<file path="config.mk">
export PLATFORM = sky130hd
export DESIGN_NAME = bgf_top
export DESIGN_NICKNAME = d
export VERILOG_FILES = /design/src/rtl/bgf_pkg.sv /design/src/rtl/bgf_phase_if.sv /design/src/rtl/bgf_top.sv /design/src/rtl/bgf_sync.sv /design/src/rtl/bgf_phase.sv
export SDC_FILE = /design/constraint.sdc
export NUM_CORES = 1
export LEC_CHECK = 0
export BUFFER_PORTS_ARGS = -buffer_cell sky130_fd_sc_hd__buf_2
export CORE_ASPECT_RATIO = 1.2
export CORE_MARGIN = 3
export CORE_UTILIZATION = 30
export DETAILED_ROUTE_END_ITERATION = 12
export PLACE_DENSITY = 0.52
export SLEW_MARGIN = 5
export SYNTH_ARGS = -nofsm -noshare
export SYNTH_HDL_FRONTEND = slang
export SYNTH_SLANG_ARGS = --single-unit
</file>
<file path="constraint.sdc">
create_clock -name REF_CLK_I -period 2.5 [get_ports REF_CLK_I]
set_input_delay 0.375 -clock REF_CLK_I [delete_from_list [all_inputs] [get_ports REF_CLK_I]]
set_output_delay 0.375 -clock REF_CLK_I [all_outputs]
set_load 0.02 [all_outputs]
</file>
<file path="src/rtl/bgf_pkg.sv">
package bgf_pkg;
   // ****************************************************************
   // Geometry.
   // ****************************************************************
   localparam int PH_N = 3;
   localparam int CNT_W = 9;
   localparam int FW_BITS = 5;

   // ****************************************************************
   // Timing.
   // ****************************************************************
   localparam int CLK_PERIOD_NS = 40;
   localparam int SHUTDOWN_HOLD_TIME_NS = 10000;
   localparam int LOW_DRIVE_HOLDOFF_TIME_NS = 2000;
   localparam int FAULT_CLEAR_PULSE_TIME_NS = 1000;
   // Least times, rounded up to whole cycles.
   localparam logic [CNT_W-1:0] SHUTDOWN_CYC = CNT_W'(
      (SHUTDOWN_HOLD_TIME_NS + CLK_PERIOD_NS - 1) / CLK_PERIOD_NS);
   localparam logic [CNT_W-1:0] HOLDOFF_CYC = CNT_W'(
      (LOW_DRIVE_HOLDOFF_TIME_NS + CLK_PERIOD_NS - 1) / CLK_PERIOD_NS);
   localparam logic [CNT_W-1:0] FAULT_CLEAR_CYC = CNT_W'(
      (FAULT_CLEAR_PULSE_TIME_NS + CLK_PERIOD_NS - 1) / CLK_PERIOD_NS);
   localparam logic [CNT_W-1:0] CNT_ZERO = 9'h000;
   localparam logic [CNT_W-1:0] CNT_ONE = 9'h001;

   // ****************************************************************
   // Fault word layout, bit 0 is shifted out first.
   // ****************************************************************
   localparam int FW_POR = 0;
   localparam int FW_PHASE_A_LOW_SHORT = 1;
   localparam int FW_SUPPLY_UV_SEEN = 4;
   localparam logic [FW_BITS-1:0] FW_RST = 5'h01;
   localparam logic [2:0] IDX_FIRST = 3'h0;
   localparam logic [2:0] IDX_LAST = 3'h4;

   // ****************************************************************
   // Power sequencing states.
   // ****************************************************************
   typedef enum logic [1:0] {
      ST_RUN = 2'h0,
      ST_SHUT = 2'h1,
      ST_SLEEP = 2'h3,
      ST_WAKE = 2'h2
   } bgf_state_t;
endpackage : bgf_pkg

</file>
<file path="src/rtl/bgf_phase_if.sv">
`timescale 1ns/100ps
// Signals between the controller and one half-bridge phase.
interface bgf_phase_if;
   logic cmd_hi;
   logic cmd_lo;
   logic gate_en;
   logic lo_short;
   logic hi_gate;
   logic lo_gate;
   modport phase (
      input cmd_hi,
      input cmd_lo,
      input gate_en,
      input lo_short,
      output hi_gate,
      output lo_gate
   );
   modport ctrl (
      output cmd_hi,
      output cmd_lo,
      output gate_en,
      output lo_short,
      input hi_gate,
      input lo_gate
   );
endinterface : bgf_phase_if

</file>
<file path="src/rtl/bgf_top.sv">
`timescale 1ns/100ps
module bgf_top (
   input wire logic REF_CLK_I,
   input wire logic NRST_I,
   input wire logic [bgf_pkg::PH_N-1:0] HIGH_CMD_IN_I,
   input wire logic [bgf_pkg::PH_N-1:0] LOW_CMD_IN_I,
   input wire logic COAST_ALL_N_I,
   input wire logic CLEAR_SLEEP_N_I,
   input wire logic STOP_ON_FAIL_EN_I,
   input wire logic [bgf_pkg::PH_N-1:0] LOW_SHORT_I,
   input wire logic VCC_UV_I,
   input wire logic VDD_UV_I,
   input wire logic TEMP_OVER_I,
   input wire logic TEMP_RECOVERED_I,
   input wire logic REG_READY_I,
   input wire logic FLAG_SECONDARY_I,
   output logic [bgf_pkg::PH_N-1:0] HIGH_GATE_OUT_O,
   output logic [bgf_pkg::PH_N-1:0] LOW_GATE_OUT_O,
   output logic [bgf_pkg::PH_N-1:0] LOW_GATE_OE_O,
   output logic FLAG_PRIMARY_O,
   output logic FLAG_PRIMARY_OE_O,
   output logic FLAG_SECONDARY_O,
   output logic FLAG_SECONDARY_OE_O,
   output logic REG_EN_O,
   output logic SLEEP_O
);
   import bgf_pkg::*;

   // ****************************************************************
   // Input synchronisers.
   // ****************************************************************
   // Every pin in this group is sampled by two flip-flops before any
   // decision reads it, so a command edge reaches the gate outputs on
   // the third clock edge. The short, supply and temperature monitors
   // arrive already clean and skip this delay, which lets a short pull
   // its gate down one edge after it is seen.
   logic [PH_N-1:0] cmd_hi_s;
   logic [PH_N-1:0] cmd_lo_s;
   logic esf_s;
   logic coast_n_s;
   logic clr_n_s;
   logic sec_pin_s;

   // Commands settle inactive at reset, like a pulled-down pin.
   bgf_sync #(
      .W(2 * PH_N + 1),
      .RST_VAL(7'h00)
   ) u_sync_hi (
      .clk_i(REF_CLK_I),
      .nrst_i(NRST_I),
      .d_i({STOP_ON_FAIL_EN_I, LOW_CMD_IN_I, HIGH_CMD_IN_I}),
      .q_o({esf_s, cmd_lo_s, cmd_hi_s})
   );

   // Active-low levels settle released at reset.
   bgf_sync #(
      .W(3),
      .RST_VAL(3'h7)
   ) u_sync_lo (
      .clk_i(REF_CLK_I),
      .nrst_i(NRST_I),
      .d_i({FLAG_SECONDARY_I, CLEAR_SLEEP_N_I, COAST_ALL_N_I}),
      .q_o({sec_pin_s, clr_n_s, coast_n_s})
   );

   // ****************************************************************
   // Reset input low-time measurement.
   // ****************************************************************
   // The counter measures how long the clear input has been low. The
   // fault clear acts on every cycle past the pulse time, not once, so
   // a fault that returns while the pin is held low is cleared again.
   // The count stops at the shutdown figure and therefore never wraps
   // back into the pulse window during a long sleep request.
   logic [CNT_W-1:0] low_cnt;
   logic [CNT_W-1:0] next_low_cnt;
   wire cnt_sat = (low_cnt == SHUTDOWN_CYC);
   wire fault_clr = ~clr_n_s & (low_cnt >= FAULT_CLEAR_CYC);
   wire shut_req = ~clr_n_s & cnt_sat;

   // Count while the input is low, saturate at the shutdown count.
   assign next_low_cnt = clr_n_s ? CNT_ZERO :
                         (cnt_sat ? low_cnt : low_cnt + CNT_ONE);

   always_ff @(posedge REF_CLK_I or negedge NRST_I) begin
      if (!NRST_I) begin
         low_cnt <= CNT_ZERO;
      end else begin
         low_cnt <= next_low_cnt;
      end
   end

   // ****************************************************************
   // Power sequencing.
   // ****************************************************************
   // A long clear request walks run, shutdown, sleep and wake in that
   // order. Shutdown keeps the low drivers sinking for the holdoff count
   // before they let go. Wake holds every gate off until the regulators
   // report ready, so the controller never meets a half-powered driver.
   // An illegal state code falls to sleep, the safest place to recover.
   bgf_state_t state;
   bgf_state_t next_state;
   logic [CNT_W-1:0] hold_cnt;
   logic [CNT_W-1:0] next_hold_cnt;
   wire hold_done = (hold_cnt == HOLDOFF_CYC - CNT_ONE);
   wire in_sleep = (state == ST_SLEEP);

   // Shutdown, sleep and wake sequence.
   always_comb begin
      next_state = state;
      next_hold_cnt = CNT_ZERO;
      case (state)
         ST_RUN: begin
            if (shut_req) begin
               next_state = ST_SHUT;
            end
         end
         ST_SHUT: begin
            next_hold_cnt = hold_cnt + CNT_ONE;
            if (hold_done) begin
               next_state = ST_SLEEP;
            end
         end
         ST_SLEEP: begin
            if (clr_n_s) begin
               next_state = ST_WAKE;
            end
         end
         ST_WAKE: begin
            if (REG_READY_I) begin
               next_state = ST_RUN;
            end
         end
         default: begin
            next_state = ST_SLEEP;
         end
      endcase
   end

   always_ff @(posedge REF_CLK_I or negedge NRST_I) begin
      if (!NRST_I) begin
         state <= ST_RUN;
         hold_cnt <= CNT_ZERO;
      end else begin
         state <= next_state;
         hold_cnt <= next_hold_cnt;
      end
   end

   // ****************************************************************
   // Fault capture.
   // ****************************************************************
   logic ot;
   logic [PH_N-1:0] short_flag;
   logic [FW_BITS-1:0] fw;
   logic read_done;
   logic next_ot;
   logic [PH_N-1:0] next_short_flag;
   logic [FW_BITS-1:0] next_fw;
   logic [FW_BITS-1:0] fw_set;
   wire any_uv = VCC_UV_I | VDD_UV_I;
   wire word_clr = fault_clr | read_done | in_sleep | VDD_UV_I;

   // Overtemperature holds until recovery below the hysteresis point.
   assign next_ot = TEMP_OVER_I
                    | (ot & ~TEMP_RECOVERED_I & ~in_sleep);

   // Latched short flags, each clear losing to a new short.
   assign next_short_flag = LOW_SHORT_I
      | (short_flag & ~({PH_N{word_clr}} | ~cmd_lo_s));

   // Word bits set from live conditions; power-on bit only at reset.
   always_comb begin
      fw_set = '0;
      fw_set[FW_POR] = 1'b0; // Set only by the reset value.
      fw_set[FW_PHASE_A_LOW_SHORT +: PH_N] = LOW_SHORT_I;
      fw_set[FW_SUPPLY_UV_SEEN] = VCC_UV_I;
   end
   assign next_fw = fw_set | (fw & ~{FW_BITS{word_clr}});

   // Coast is not an input to any of these latches.
   always_ff @(posedge REF_CLK_I or negedge NRST_I) begin
      if (!NRST_I) begin
         ot <= 1'b0;
         short_flag <= '0;
         fw <= FW_RST;
      end else begin
         ot <= next_ot;
         short_flag <= next_short_flag;
         fw <= next_fw;
      end
   end

   // ****************************************************************
   // Flag levels.
   // ****************************************************************
   // Each flag is the OR of what every present fault asks of it. The
   // primary flag carries temperature and supplies, the secondary one
   // shorts and supplies, so an overtemperature alone keeps the word
   // closed. Coast appears nowhere here, which keeps the flags readable
   // while the bridge is parked.
   wire prim_fault = ot | any_uv;
   wire sec_fault = (|short_flag) | any_uv;

   // ****************************************************************
   // Serial fault word readout.
   // ****************************************************************
   // The controller clocks the word by pulling the secondary wire low.
   // The wire is seen through the synchroniser, so edges made by the
   // device itself also arrive here; they do no harm because a read can
   // only start while the secondary fault level is high. Losing that
   // level aborts a read part way and restarts the next one at bit 0.
   logic sec_q;
   logic rd_act;
   logic [2:0] rd_idx;
   logic next_rd_act;
   logic [2:0] next_rd_idx;
   wire sec_fall = sec_q & ~sec_pin_s;
   wire sec_rise = ~sec_q & sec_pin_s;
   wire rd_bit = fw[rd_idx];

   // The read completes when the last bit is released by a rise.
   assign read_done = sec_fault & rd_act & sec_rise
                      & (rd_idx == IDX_LAST);

   // Walk the word on falling edges of the secondary flag.
   always_comb begin
      next_rd_act = rd_act;
      next_rd_idx = rd_idx;
      if (!sec_fault) begin
         next_rd_act = 1'b0;
         next_rd_idx = IDX_FIRST;
      end else if (read_done) begin
         next_rd_act = 1'b0;
         next_rd_idx = IDX_FIRST;
      end else if (sec_fall && !rd_act) begin
         next_rd_act = 1'b1;
         next_rd_idx = IDX_FIRST;
      end else if (sec_fall && rd_idx != IDX_LAST) begin
         next_rd_idx = rd_idx + 3'h1;
      end
   end

   always_ff @(posedge REF_CLK_I or negedge NRST_I) begin
      if (!NRST_I) begin
         sec_q <= 1'b1;
         rd_act <= 1'b0;
         rd_idx <= IDX_FIRST;
      end else begin
         sec_q <= sec_pin_s;
         rd_act <= next_rd_act;
         rd_idx <= next_rd_idx;
      end
   end

   // ****************************************************************
   // Phase gate logic.
   // ****************************************************************
   // One phase block per half-bridge applies lockout and short blocking.
   // The shared enable is computed once here so that every phase drops
   // in the same cycle when coast, sequencing or a supply fault acts.
   // A short blocks only its own low gate, leaving the other phases
   // free to keep braking or driving the motor.
   bgf_phase_if ph_if[PH_N] ();
   logic [PH_N-1:0] hi_next;
   logic [PH_N-1:0] lo_next;

   // Coast, sequencing, undervoltage and stop-on-fail all gate drive.
   wire gate_en = (state == ST_RUN) & coast_n_s & ~any_uv
                  & ~(ot & esf_s);

   genvar gi;
   generate
      for (gi = 0; gi < PH_N; gi++) begin : g_ph
         assign ph_if[gi].cmd_hi = cmd_hi_s[gi];
         assign ph_if[gi].cmd_lo = cmd_lo_s[gi];
         assign ph_if[gi].gate_en = gate_en;
         assign ph_if[gi].lo_short = LOW_SHORT_I[gi];
         assign hi_next[gi] = ph_if[gi].hi_gate;
         assign lo_next[gi] = ph_if[gi].lo_gate;
         bgf_phase u_phase (
            .clk_i(REF_CLK_I),
            .nrst_i(NRST_I),
            .ph(ph_if[gi])
         );
      end
   endgenerate

   // ****************************************************************
   // Output registers.
   // ****************************************************************
   // Every pin leaves through a flip-flop, so glitches on the decode
   // above never reach the bridge. The low driver enables and the
   // regulator follow the next state, which makes them switch in the
   // same edge as the state register rather than one cycle late and
   // keeps the holdoff exactly as long as the holdoff count.
   wire next_lo_oe = (next_state != ST_SLEEP);
   wire prim_level = rd_act ? rd_bit : prim_fault;

   // Open-drain flags pull low when the level is low.
   always_ff @(posedge REF_CLK_I or negedge NRST_I) begin
      if (!NRST_I) begin
         HIGH_GATE_OUT_O <= '0;
         LOW_GATE_OUT_O <= '0;
         LOW_GATE_OE_O <= '1;
         FLAG_PRIMARY_O <= 1'b0;
         FLAG_PRIMARY_OE_O <= 1'b1;
         FLAG_SECONDARY_O <= 1'b0;
         FLAG_SECONDARY_OE_O <= 1'b1;
         REG_EN_O <= 1'b1;
         SLEEP_O <= 1'b0;
      end else begin
         HIGH_GATE_OUT_O <= hi_next;
         LOW_GATE_OUT_O <= lo_next;
         LOW_GATE_OE_O <= {PH_N{next_lo_oe}};
         FLAG_PRIMARY_O <= prim_level;
         FLAG_PRIMARY_OE_O <= ~prim_level;
         FLAG_SECONDARY_O <= sec_fault;
         FLAG_SECONDARY_OE_O <= ~sec_fault;
         REG_EN_O <= (next_state != ST_SLEEP);
         SLEEP_O <= (next_state == ST_SLEEP);
      end
   end
endmodule : bgf_top

</file>
<file path="src/rtl/bgf_sync.sv">
`timescale 1ns/100ps
// Two-stage synchroniser for a group of level inputs.
module bgf_sync #(
   parameter int W = 1,
   parameter logic [W-1:0] RST_VAL = '0
) (
   input wire logic clk_i,
   input wire logic nrst_i,
   input wire logic [W-1:0] d_i,
   output logic [W-1:0] q_o
);
   logic [W-1:0] meta;

   // The first stage feeds only the second stage.
   always_ff @(posedge clk_i or negedge nrst_i) begin
      if (!nrst_i) begin
         meta <= RST_VAL;
         q_o <= RST_VAL;
      end else begin
         meta <= d_i;
         q_o <= meta;
      end
   end
endmodule : bgf_sync

</file>
<file path="src/rtl/bgf_phase.sv">
`timescale 1ns/100ps
// Gate decision for one phase: lockout and low-side short blocking.
module bgf_phase (
   input wire logic clk_i,
   input wire logic nrst_i,
   bgf_phase_if.phase ph
);
   logic lo_block;
   logic next_lo_block;
   wire both_cmd = ph.cmd_hi & ph.cmd_lo;

   // A short holds the low switch off until its command drops.
   assign next_lo_block = ph.lo_short | (lo_block & ph.cmd_lo);

   // Each command steers only its own gate; both at once gives none.
   assign ph.hi_gate = ph.gate_en & ph.cmd_hi & ~both_cmd;
   assign ph.lo_gate = ph.gate_en & ph.cmd_lo & ~both_cmd
                       & ~lo_block & ~ph.lo_short;

   // Short blocking latch.
   always_ff @(posedge clk_i or negedge nrst_i) begin
      if (!nrst_i) begin
         lo_block <= 1'b0;
      end else begin
         lo_block <= next_lo_block;
      end
   end
endmodule : bgf_phase

</file>
Word-level counts from Yosys, hierarchy flattened
Index checks and enable logic that the tools add are counted.
Operators by class
  multiplexer cells: 18
  $lt $le $gt $ge: 2
  add/sub/neg operators: 3
  bitwise gates (word level): 73
  equal/unequal tests: 12
  reduce and logical (&&, ||, !) cells: 5
Operator list (number)
  1-bit AND: 37
  9-bit two-way mux: 3
  9-bit by 1-bit adder with 9-bit output (second input constant): 2
  1-bit inverter: 18
  3-bit two-way mux: 4
  1-bit OR: 10
  9-bit by 6-bit equality test with 1-bit output (second input constant): 1
  9-bit by 8-bit equality test with 1-bit output (second input constant): 1
  9-bit by 5-bit >= comparator with 1-bit output (second input constant): 1
  2-bit two-way mux: 4
  2-bit one-hot mux with 4 select lines: 1
  2-bit equality test (second input constant): 3
  3-bit inverter: 2
  3-bit OR: 2
  5-bit AND: 1
  1-bit two-way mux: 5
  5-bit inverter: 1
  5-bit OR: 1
  3-bit by 4-bit < comparator with 1-bit output (second input constant): 1
  4-bit by 2-bit inequality test with 1-bit output (second input constant): 1
  3-bit by 1-bit adder with 3-bit output (second input constant): 1
  3-bit AND: 1
  1-bit binary-select mux with 3-bit select: 1
  3-bit equality test (second input constant): 1
  other kinds (9): 10
Storage, ports and cells
  logic and storage cells: 138
  bits of input ports: 20
  output and inout port bits: 15
  register bits after elaboration: 70

Longest topological paths before layout
Gate-level depths: netlist (run 1).
  depth in word-level cells: 12
  gate-level depth with buffers: 6
  mapped depth without buffers: 6

Hierarchy
Synthesis (run 1) repeated with hierarchy kept, for this count alone.
Unflattened totals
  cell total of the unflattened synthesis: 217
  area, all modules: 2700.1 µm²
By module, submodules not included
  bgf_top: sequential area each 1157.4 µm², cells an instance 179, times used 1, area an instance 2019.4 µm²
  bgf_sync (u_sync_hi): sequential area each 350.3 µm², cells an instance 14, times used 1, area an instance 350.3 µm²
  bgf_phase: sequential area each 25.0 µm², cells an instance 6, times used 3, area an instance 57.6 µm²
  bgf_sync (u_sync_lo): sequential area each 157.7 µm², cells an instance 6, times used 1, area an instance 157.7 µm²

Worst setup path after synthesis (run 1)
No wires, ideal clock.
  path type: input port to flip-flop
  from: input port VCC_UV_I
  to: register short_flag[0]
  path slack: 0.835 ns
  buffers on the path: 0
  data required time: 2.434 ns
  arrival: 1.599 ns
  library setup time: 0.066 ns
  stages on the path: 4
  cell sequence: or2_1 -> or4_4 -> a221oi_4 -> a31o_1
Between the ends
  word-level cells in the longest chain between the ends: 12
Ends and longest elaborated chain
  start, declared: RTL line bgf_top.sv:11  | input wire logic VCC_UV_I,
  1-bit OR: RTL line bgf_top.sv:160  | wire any_uv = VCC_UV_I | VDD_UV_I;
  1-bit OR: RTL line bgf_top.sv:202  | wire sec_fault = (|short_flag) | any_uv;
  net sec_fault: RTL line bgf_top.sv:202
  1-bit AND (2 in a row): RTL line bgf_top.sv:222  | assign read_done = sec_fault & rd_act & sec_rise
  1-bit AND: RTL line bgf_top.sv:223  | & (rd_idx == IDX_LAST);
  1-bit OR (3 in a row): RTL line bgf_top.sv:161  | wire word_clr = fault_clr | read_done | in_sleep | VDD_UV_I;
  3-bit OR: RTL line bgf_top.sv:169  | | (short_flag & ~({PH_N{word_clr}} | ~cmd_lo_s));
  3-bit inverter: RTL line bgf_top.sv:169
  3-bit AND: RTL line bgf_top.sv:169
  3-bit OR: RTL line bgf_top.sv:169
  net next_short_flag[0]: RTL line bgf_top.sv:157  | logic [PH_N-1:0] next_short_flag;
  end signal, assigned: RTL line bgf_top.sv:188  | short_flag <= next_short_flag;
  end, declared: RTL line bgf_top.sv:153  | logic [PH_N-1:0] short_flag;
The timed path passes the listed nets, and every way through them passes these cells.
A chain may end at the register's enable or synchronous reset.

Worst setup path in the final report (run 1)
  from: register low_cnt[1]
  to: register short_flag[1]
Between the ends
  word-level cells in the longest chain between the ends: 9
Ends and longest elaborated chain
  start, declared: RTL line bgf_top.sv:74  | logic [CNT_W-1:0] low_cnt;
  start signal, assigned: RTL line bgf_top.sv:88  | low_cnt <= next_low_cnt;
  9-bit by 5-bit >= comparator with 1-bit output: RTL line bgf_top.sv:77  | wire fault_clr = ~clr_n_s & (low_cnt >= FAULT_CLEAR_CYC);
  1-bit AND: RTL line bgf_top.sv:77
  1-bit OR (3 in a row): RTL line bgf_top.sv:161
  3-bit OR: RTL line bgf_top.sv:169
  3-bit inverter: RTL line bgf_top.sv:169
  3-bit AND: RTL line bgf_top.sv:169
  3-bit OR: RTL line bgf_top.sv:169
  net next_short_flag[1]: RTL line bgf_top.sv:157
The timed path passes the listed nets, and every way through them passes these cells.

==> results.ini, run 1 <==
[status]
outcome = finished, final reports clean

[synth]
synthesis.nets = 239
ys_async_sr_fraction = 1.00
ys_ff_latch = 69
ys.flop_type = dfrtp_1
synthCells = 212
synth_warnings = 0
synth_area_um2 = 2660
avgSynthCellArea_um2 = 12.6
synth_edf_count = 0
synth.distinct_cells = 37
ys_seq_area_frac = 0.653

[global_routing]
grt_usage = 0.108
grt_max_degree = 27
grt_pass1_wl_mm = 8.31
overflow = 0
grt_pass1_vias = 1760
antenna_found_initial = 0

[cells_and_area]
synthToLayoutAreaGrowth_pct = 19.5
finalNonFillerCells = 375
final_layout_size_suffix_gt1_frac = 0.256
post-route-util = 0.370
fin_nets = 280
diodes = 0

[pwr]
power_uw = 2520
power.density_nw_per_um2 = 792
p_leak_uw = 0.00143
ir_drop_mv = 0.326

[cts]
path_clk_slew_ns = 0.08
ctsResizeCount = 0
cts_tree = yes
insertion_delay_ns = 0.34
cts_setup_buffers = 0
cts_hold_buf = 0
cts.path.max_buffers = 2
cts.sinks = 69
root_buffer = clkbuf_8
cts_buffers = 9
cts.htree.levels = 3

[sta]
worst_slew_pin_slew_ns = 0.559
slew_violations = 0
post-route-period-util = 0.699
max_freq_mhz = 572
fin_tns_setup_ns = 0
setup_viol_count_final = 0
rsz0062_at_grt = false
finClkSkew_ns = 0.0115
slew_headroom = 0.627
hold_ws_ns = 0.0180
finalHoldViolCount = 0
fin_crit_ns = 1.75

[floorplan]
dieHeight_um = 109
coreArea_um2 = 8610
rows = 37
boundaryPins = 35
start_util = 0.309
die_x_um = 92.0
die_area_um2 = 10100

[routing]
routedWlPerCell_um = 12.7
ant_nets = 0
drc = 0
drt-vias-per-instance = 4.50
drt-initial-drc-count = 80
wirelength_mm = 4.77
vias = 1689
drtPass1Iterations = 4

[critical_path]
end_kind = flip-flop
worstSetupPathType = flip-flop to flip-flop
r2r-start = low_cnt[1]$_DFFE_PN0N_
crit_required_ns = 2.78
cp-start-kind = flip-flop
rrSetupSlack_ns = 0.75
r2r_cells = 6
cp.arrival_ns = 2.02
cp_max_fo = 8
reg2reg_to = short_flag[1]$_DFF_PN0_

[placed_design]
io_buffers = 34
hpwl_mm = 3.45
dp.cells = 359
place_congestion = 0.746

[run]
maxCapViolCount = 0

[min_path]
hp-class = input pin to asynchronous set/reset pin

stage by stage:
stage               cell area, um2  setup slack [ns]
floorplan                     2660             0.835
global placement              2960             0.610
detailed placement            2960             0.578
CTS                           3180             0.716
global route                  3180             0.585
finish                        3180             0.752
synthesized netlist by cell type (all sizes together), types with 6 or more instances:
library cell | instances | share of area
nor2 | 18 | 0.025
xor2 | 10 | 0.033
inv | 11 | 0.016
a21o | 7 | 0.020
nand3 | 9 | 0.017
nor4 | 6 | 0.014
dfrtp | 58 | 0.54
a21oi | 6 | 0.011
ha | 7 | 0.033
dfstp | 11 | 0.11
nand2 | 11 | 0.016
nand2b | 8 | 0.019
report_power, final:
group	total [uW]	leakage (uW)	internal [uW]	switching (uW)
sequential	1270	0.000841	1200	64.0
clock	1000	0.000111	571	433
combinational	249	0.000483	113	136
total	2520	0.00143	1890	632
area by class of cell:
type	instances	area (um2)
Sequential cell	69	1740
Clock buffer	10	128
Clock inverter	6	95.1
Timing Repair Buffer	36	185
Multi-Input combinational cell	126	848
Fill cell	874	5430
Inverter	11	41.3
Tap cell	117	146
cell families (layout without fill, tap and decap cells):
logic type / count (synthesis) / in the layout / synth area share
compound gates: 28 / 28 / 0.0803
xor+xnor: 13 / 13 / 0.0427
simple gates: 77 / 77 / 0.154
fa+ha+maj: 7 / 7 / 0.0329
flops: 69 / 69 / 0.653
mux: 1 / 1 / 0.00845
buf+inv: 17 / 63 / 0.0282
state kept, by name, indices dropped and copies added, names as in the netlist:
signal                 cells
short_flag                 3
HIGH_GATE_OUT_O            3
fw                         5
u_sync_lo.q_o              3
u_sync_lo.meta             3
low_cnt                    9
FLAG_SECONDARY_OE_O        1
FLAG_PRIMARY_OE_O          1
ot                         1
g_ph.u_phase.lo_block      3
REG_EN_O                   1
u_sync_hi.q_o              7
rd_idx                     3
sec_q                      1
FLAG_PRIMARY_O             1
hold_cnt                   9
state                      2
LOW_GATE_OUT_O             3
rd_act                     1
u_sync_hi.meta             7
FLAG_SECONDARY_O           1
SLEEP_O                    1
per-layer routing:
metal  share of wire  global-route usage  wire (um)
met5               0                   0          0
met4           0.023              0.0573        108
met3           0.041              0.0304        197
met2            0.47               0.163       2240
met1            0.46               0.140       2220
critical path, stage by stage (launching register included):
cell and delay, ns:
dfrtp_1 0.45, inv_1 0.06, ha_1 0.17, nor4_1 0.18, o21ai_1 0.14, a221oi_4 0.48
a31o_1 0.20
worst max path at each step:
stage | end | startpoint | depth (start not counted) | slack [ns]
2_1_floorplan | short_flag[0]$_DFF_PN0_ | VCC_UV_I | 4 | 0.84
3_3_place_gp | short_flag[2]$_DFF_PN0_ | VCC_UV_I | 5 | 0.61
3_5_place_dp | short_flag[0]$_DFF_PN0_ | VCC_UV_I | 5 | 0.58
4_1_cts | short_flag[1]$_DFF_PN0_ | rd_idx[0]$_DFFE_PN0P_ | 6 | 0.72
5_1_grt | SLEEP_O$_DFF_PN0_ | low_cnt[0]$_DFFE_PN0N_ | 6 | 0.58
6_report | short_flag[1]$_DFF_PN0_ | low_cnt[1]$_DFFE_PN0N_ | 6 | 0.75
placed cells by master, fill, tap and decap left out, types with 2 or more instances in the layout:
master     count
clkinv_4       3
xor2_1        10
clkbuf_8       9
or3_1          4
and4_1         2
nor3_1         3
nand2_1       11
a21o_1         7
nor3b_1        4
buf_4          2
dfrtp_1       58
ha_1           7
nand3_1        9
xnor2_1        3
nor4_1         6
a31o_1         3
o311ai_1       2
a21oi_1        6
o21ai_0        3
inv_1         11
bufinv_16      2
nor2b_1        3
dfstp_2       11
nor2_1        18
buf_2         34
nand4_1        4
nand2b_1       8
No activity file was read; power rests on OpenSTA's default activity.
==> run 2, diff against run 1 <==
--- a/config.mk
+++ b/config.mk
@@ -10,7 +10,7 @@
 export CORE_MARGIN = 3
 export CORE_UTILIZATION = 30
 export DETAILED_ROUTE_END_ITERATION = 12
-export PLACE_DENSITY = 0.52
+export PLACE_DENSITY = 0.54
 export SLEW_MARGIN = 5
 export SYNTH_ARGS = -nofsm -noshare
 export SYNTH_HDL_FRONTEND = slang
==> constraint.sdc (replaced) <==
create_clock -name REF_CLK_I -period 1.4 [get_ports REF_CLK_I]
set_input_delay 0.21 -clock REF_CLK_I [delete_from_list [all_inputs] [get_ports REF_CLK_I]]
set_output_delay 0.21 -clock REF_CLK_I [all_outputs]
set_load 0.02 [all_outputs]
==> run 2 against run 1 <==
  * Flip-flop and latch count unchanged
  * Critical path type unchanged
  * Die area unchanged
  * The flow now finishes with violations (setup timing)
  * Wire length increased by 15%
==> results.ini, run 2 (synthesis results as in run 1) <==
[status]
outcome = complete, but fails checks
violations = setup timing

[global_routing]
antenna_found_initial = 0  ; unchanged
grt_max_degree = 70  ; +160%
grt_usage = 0.118  ; +0.0106
grt_pass1_vias = 1912  ; +8.6%
overflow = 0  ; unchanged
grt_pass1_wl_mm = 9.09  ; +9.3%

[cells_and_area]
fin_nets = 327  ; +17%
diodes = 0  ; unchanged
final_common_cell = dfrtp_1
nFillCells = 839  ; -4.0%
top_regs = hold_cnt (9), low_cnt (9)
synthToLayoutAreaGrowth_pct = 39.9
final_layout_size_suffix_gt1_frac = 0.416  ; +0.161
final_cell_mix = 58 x dfrtp_1, 34 x buf_2, 33 x buf_4
design_area_um2 = 3730  ; +17%
post-route-util = 0.433  ; +0.0631

[routing]
wirelength_met1_mm = 2.39  ; +7.8%
top_layer_used = met4
drt-vias-per-instance = 4.45  ; -1.2%
met3_length_um = 269  ; +37%
wirelength_mm = 5.46  ; +15%
ant_nets = 0  ; unchanged
routedWlPerCell_um = 12.9  ; +1.8%
drc = 0  ; unchanged
vias = 1877  ; +11%
drt-initial-drc-count = 162  ; +100%
drtPass1Iterations = 4  ; unchanged
wl_met2_mm = 2.66  ; +19%

[sta]
finalHoldViolCount = 0  ; unchanged
fin_crit_ns = 1.62  ; -0.125 ns
setup_viol_count_final = 21  ; +21
finClkSkew_ns = 0.0111  ; -0.000433 ns
rsz0062_at_grt = true
slew_violations = 0  ; unchanged
slew_headroom = 0.752  ; +0.125
setup_ws_ns = -0.223  ; -0.975 ns
post-route-period-util = 1.16  ; +0.460
worst_slew_pin_slew_ns = 0.371  ; -0.188 ns
fin_tns_setup_ns = -2.54  ; -2.54 ns
max_freq_mhz = 616  ; +7.7%

[pwr]
power.switching_uw = 1370  ; +120%
power.density_nw_per_um2 = 1270  ; +60%
p_comb_frac = 0.202  ; +0.103
intPower_uw = 3360  ; +78%
pwr-share-clk = 0.325  ; -0.073
ir_drop_mv = 0.675  ; +110%
power_uw = 4730  ; +87%
p_leak_uw = 0.00169  ; +18%
pwr-share-seq = 0.473  ; -0.030
swShare = 0.289  ; +0.0382

[critical_path]
crit_required_ns = 1.69  ; -1.09 ns
cp.arrival_ns = 1.92  ; -0.10 ns
end_kind = flip-flop
cp-start-kind = flip-flop
cp_max_fo = 8  ; unchanged
worstSetupPathType = flip-flop to flip-flop

[cts]
insertion_delay_ns = 0.36  ; +0.02 ns
cts_tree = yes
path_clk_slew_ns = 0.08  ; about the same
cts_buffers = 9  ; unchanged
cts.sinks = 69  ; unchanged
root_buffer = clkbuf_8
cts.path.max_buffers = 2  ; unchanged
cts.htree.levels = 3  ; unchanged

[placed_design]
io_buffers = 34  ; unchanged
place_area_um2 = 3200  ; +8.1%
hpwl_mm = 3.48  ; +0.79%
place_congestion = 0.738  ; -1.0%
pre_cts_slack_ns = -0.289  ; -0.867 ns

[floorplan]
dieHeight_um = 109  ; unchanged
rows = 37  ; unchanged
coreArea_um2 = 8610  ; unchanged
start_util = 0.309  ; unchanged
boundaryPins = 35  ; unchanged
die_area_um2 = 10100  ; unchanged
die_x_um = 92.0  ; unchanged

[run]
maxCapViolCount = 0  ; unchanged

[min_path]
hp-class = input pin to flip-flop

[run 2: what timing repair did]
item / in CTS / in global routing
pin swaps: 13 / 14
setup endpoints to repair: 16 / 21
gates resized for setup: 15 / 16
hold endpoints to repair: 68 / 0
buffers inserted: 6 / 3
hold buffers: 11 / 0
cloned: 0 / 0
[run 2: layout make-up]
cell class | instances | area (um2) | share of cell area
flip-flops and latches | 69 | 1740 | 0.467
multi-input cells | 126 | 1020 | 0.274
repair buffers | 83 | 593 | 0.159
well taps | 117 | 146 | 0.0393
clock buffers | 9 | 124 | 0.0332
clock inverters | 7 | 60.1 | 0.0161
inverters | 11 | 41.3 | 0.0111
[run 2: worst paths after layout]
check,from,end,slack [ns],cells past startpoint
worst max-delay path,low_cnt[1]$_DFFE_PN0N_,fw[0]$_DFF_PN1_,-0.22,6
worst min-delay path,TEMP_OVER_I,ot$_DFF_PN0_,0.06,2
worst max register to register,low_cnt[1]$_DFFE_PN0N_,fw[0]$_DFF_PN1_,-0.22,6
worst min register to register,u_sync_hi.meta[3]$_DFF_PN0_,u_sync_hi.q_o[3]$_DFF_PN0_,0.35,0
max in group asynchronous,NRST_I,fw[0]$_DFF_PN1_,0.65,3
min in group asynchronous,NRST_I,u_sync_hi.meta[2]$_DFF_PN0_,0.38,3
[run 2: metal layers]
layer,global-route usage,vias to the layer above
met5,0,-
met4,0.0552,0
met3,0.0442,12
met2,0.186,45
met1,0.144,918
li1,-,902
[run 2: per-stage QoR]
stage          hold WS, ns  cells
3_3_place_gp         0.260    386
6_report            0.0579    422
5_1_grt             0.0412    422
4_1_cts             0.0302    419
2_1_floorplan      -0.0856    212
3_5_place_dp         0.264    386
[run 2: power groups by stage]
stage | Combinational, uW | Sequential (uW) | Clock (uW)
3_3_place_gp | 653 | 2250 | 0
3_5_place_dp | 660 | 2250 | 0
4_1_cts | 907 | 2230 | 1610
2_1_floorplan | 269 | 2310 | 0
6_report | 957 | 2230 | 1530
5_1_grt | 1050 | 2250 | 1690
[run 2: worst max-delay path, cell delays in order, from the launching register on]
cell      delay (ns)
dfrtp_1         0.42
inv_1           0.06
ha_2            0.20
nor4_4          0.16
o21ai_2         0.10
a221oi_4        0.43
and2_1          0.19
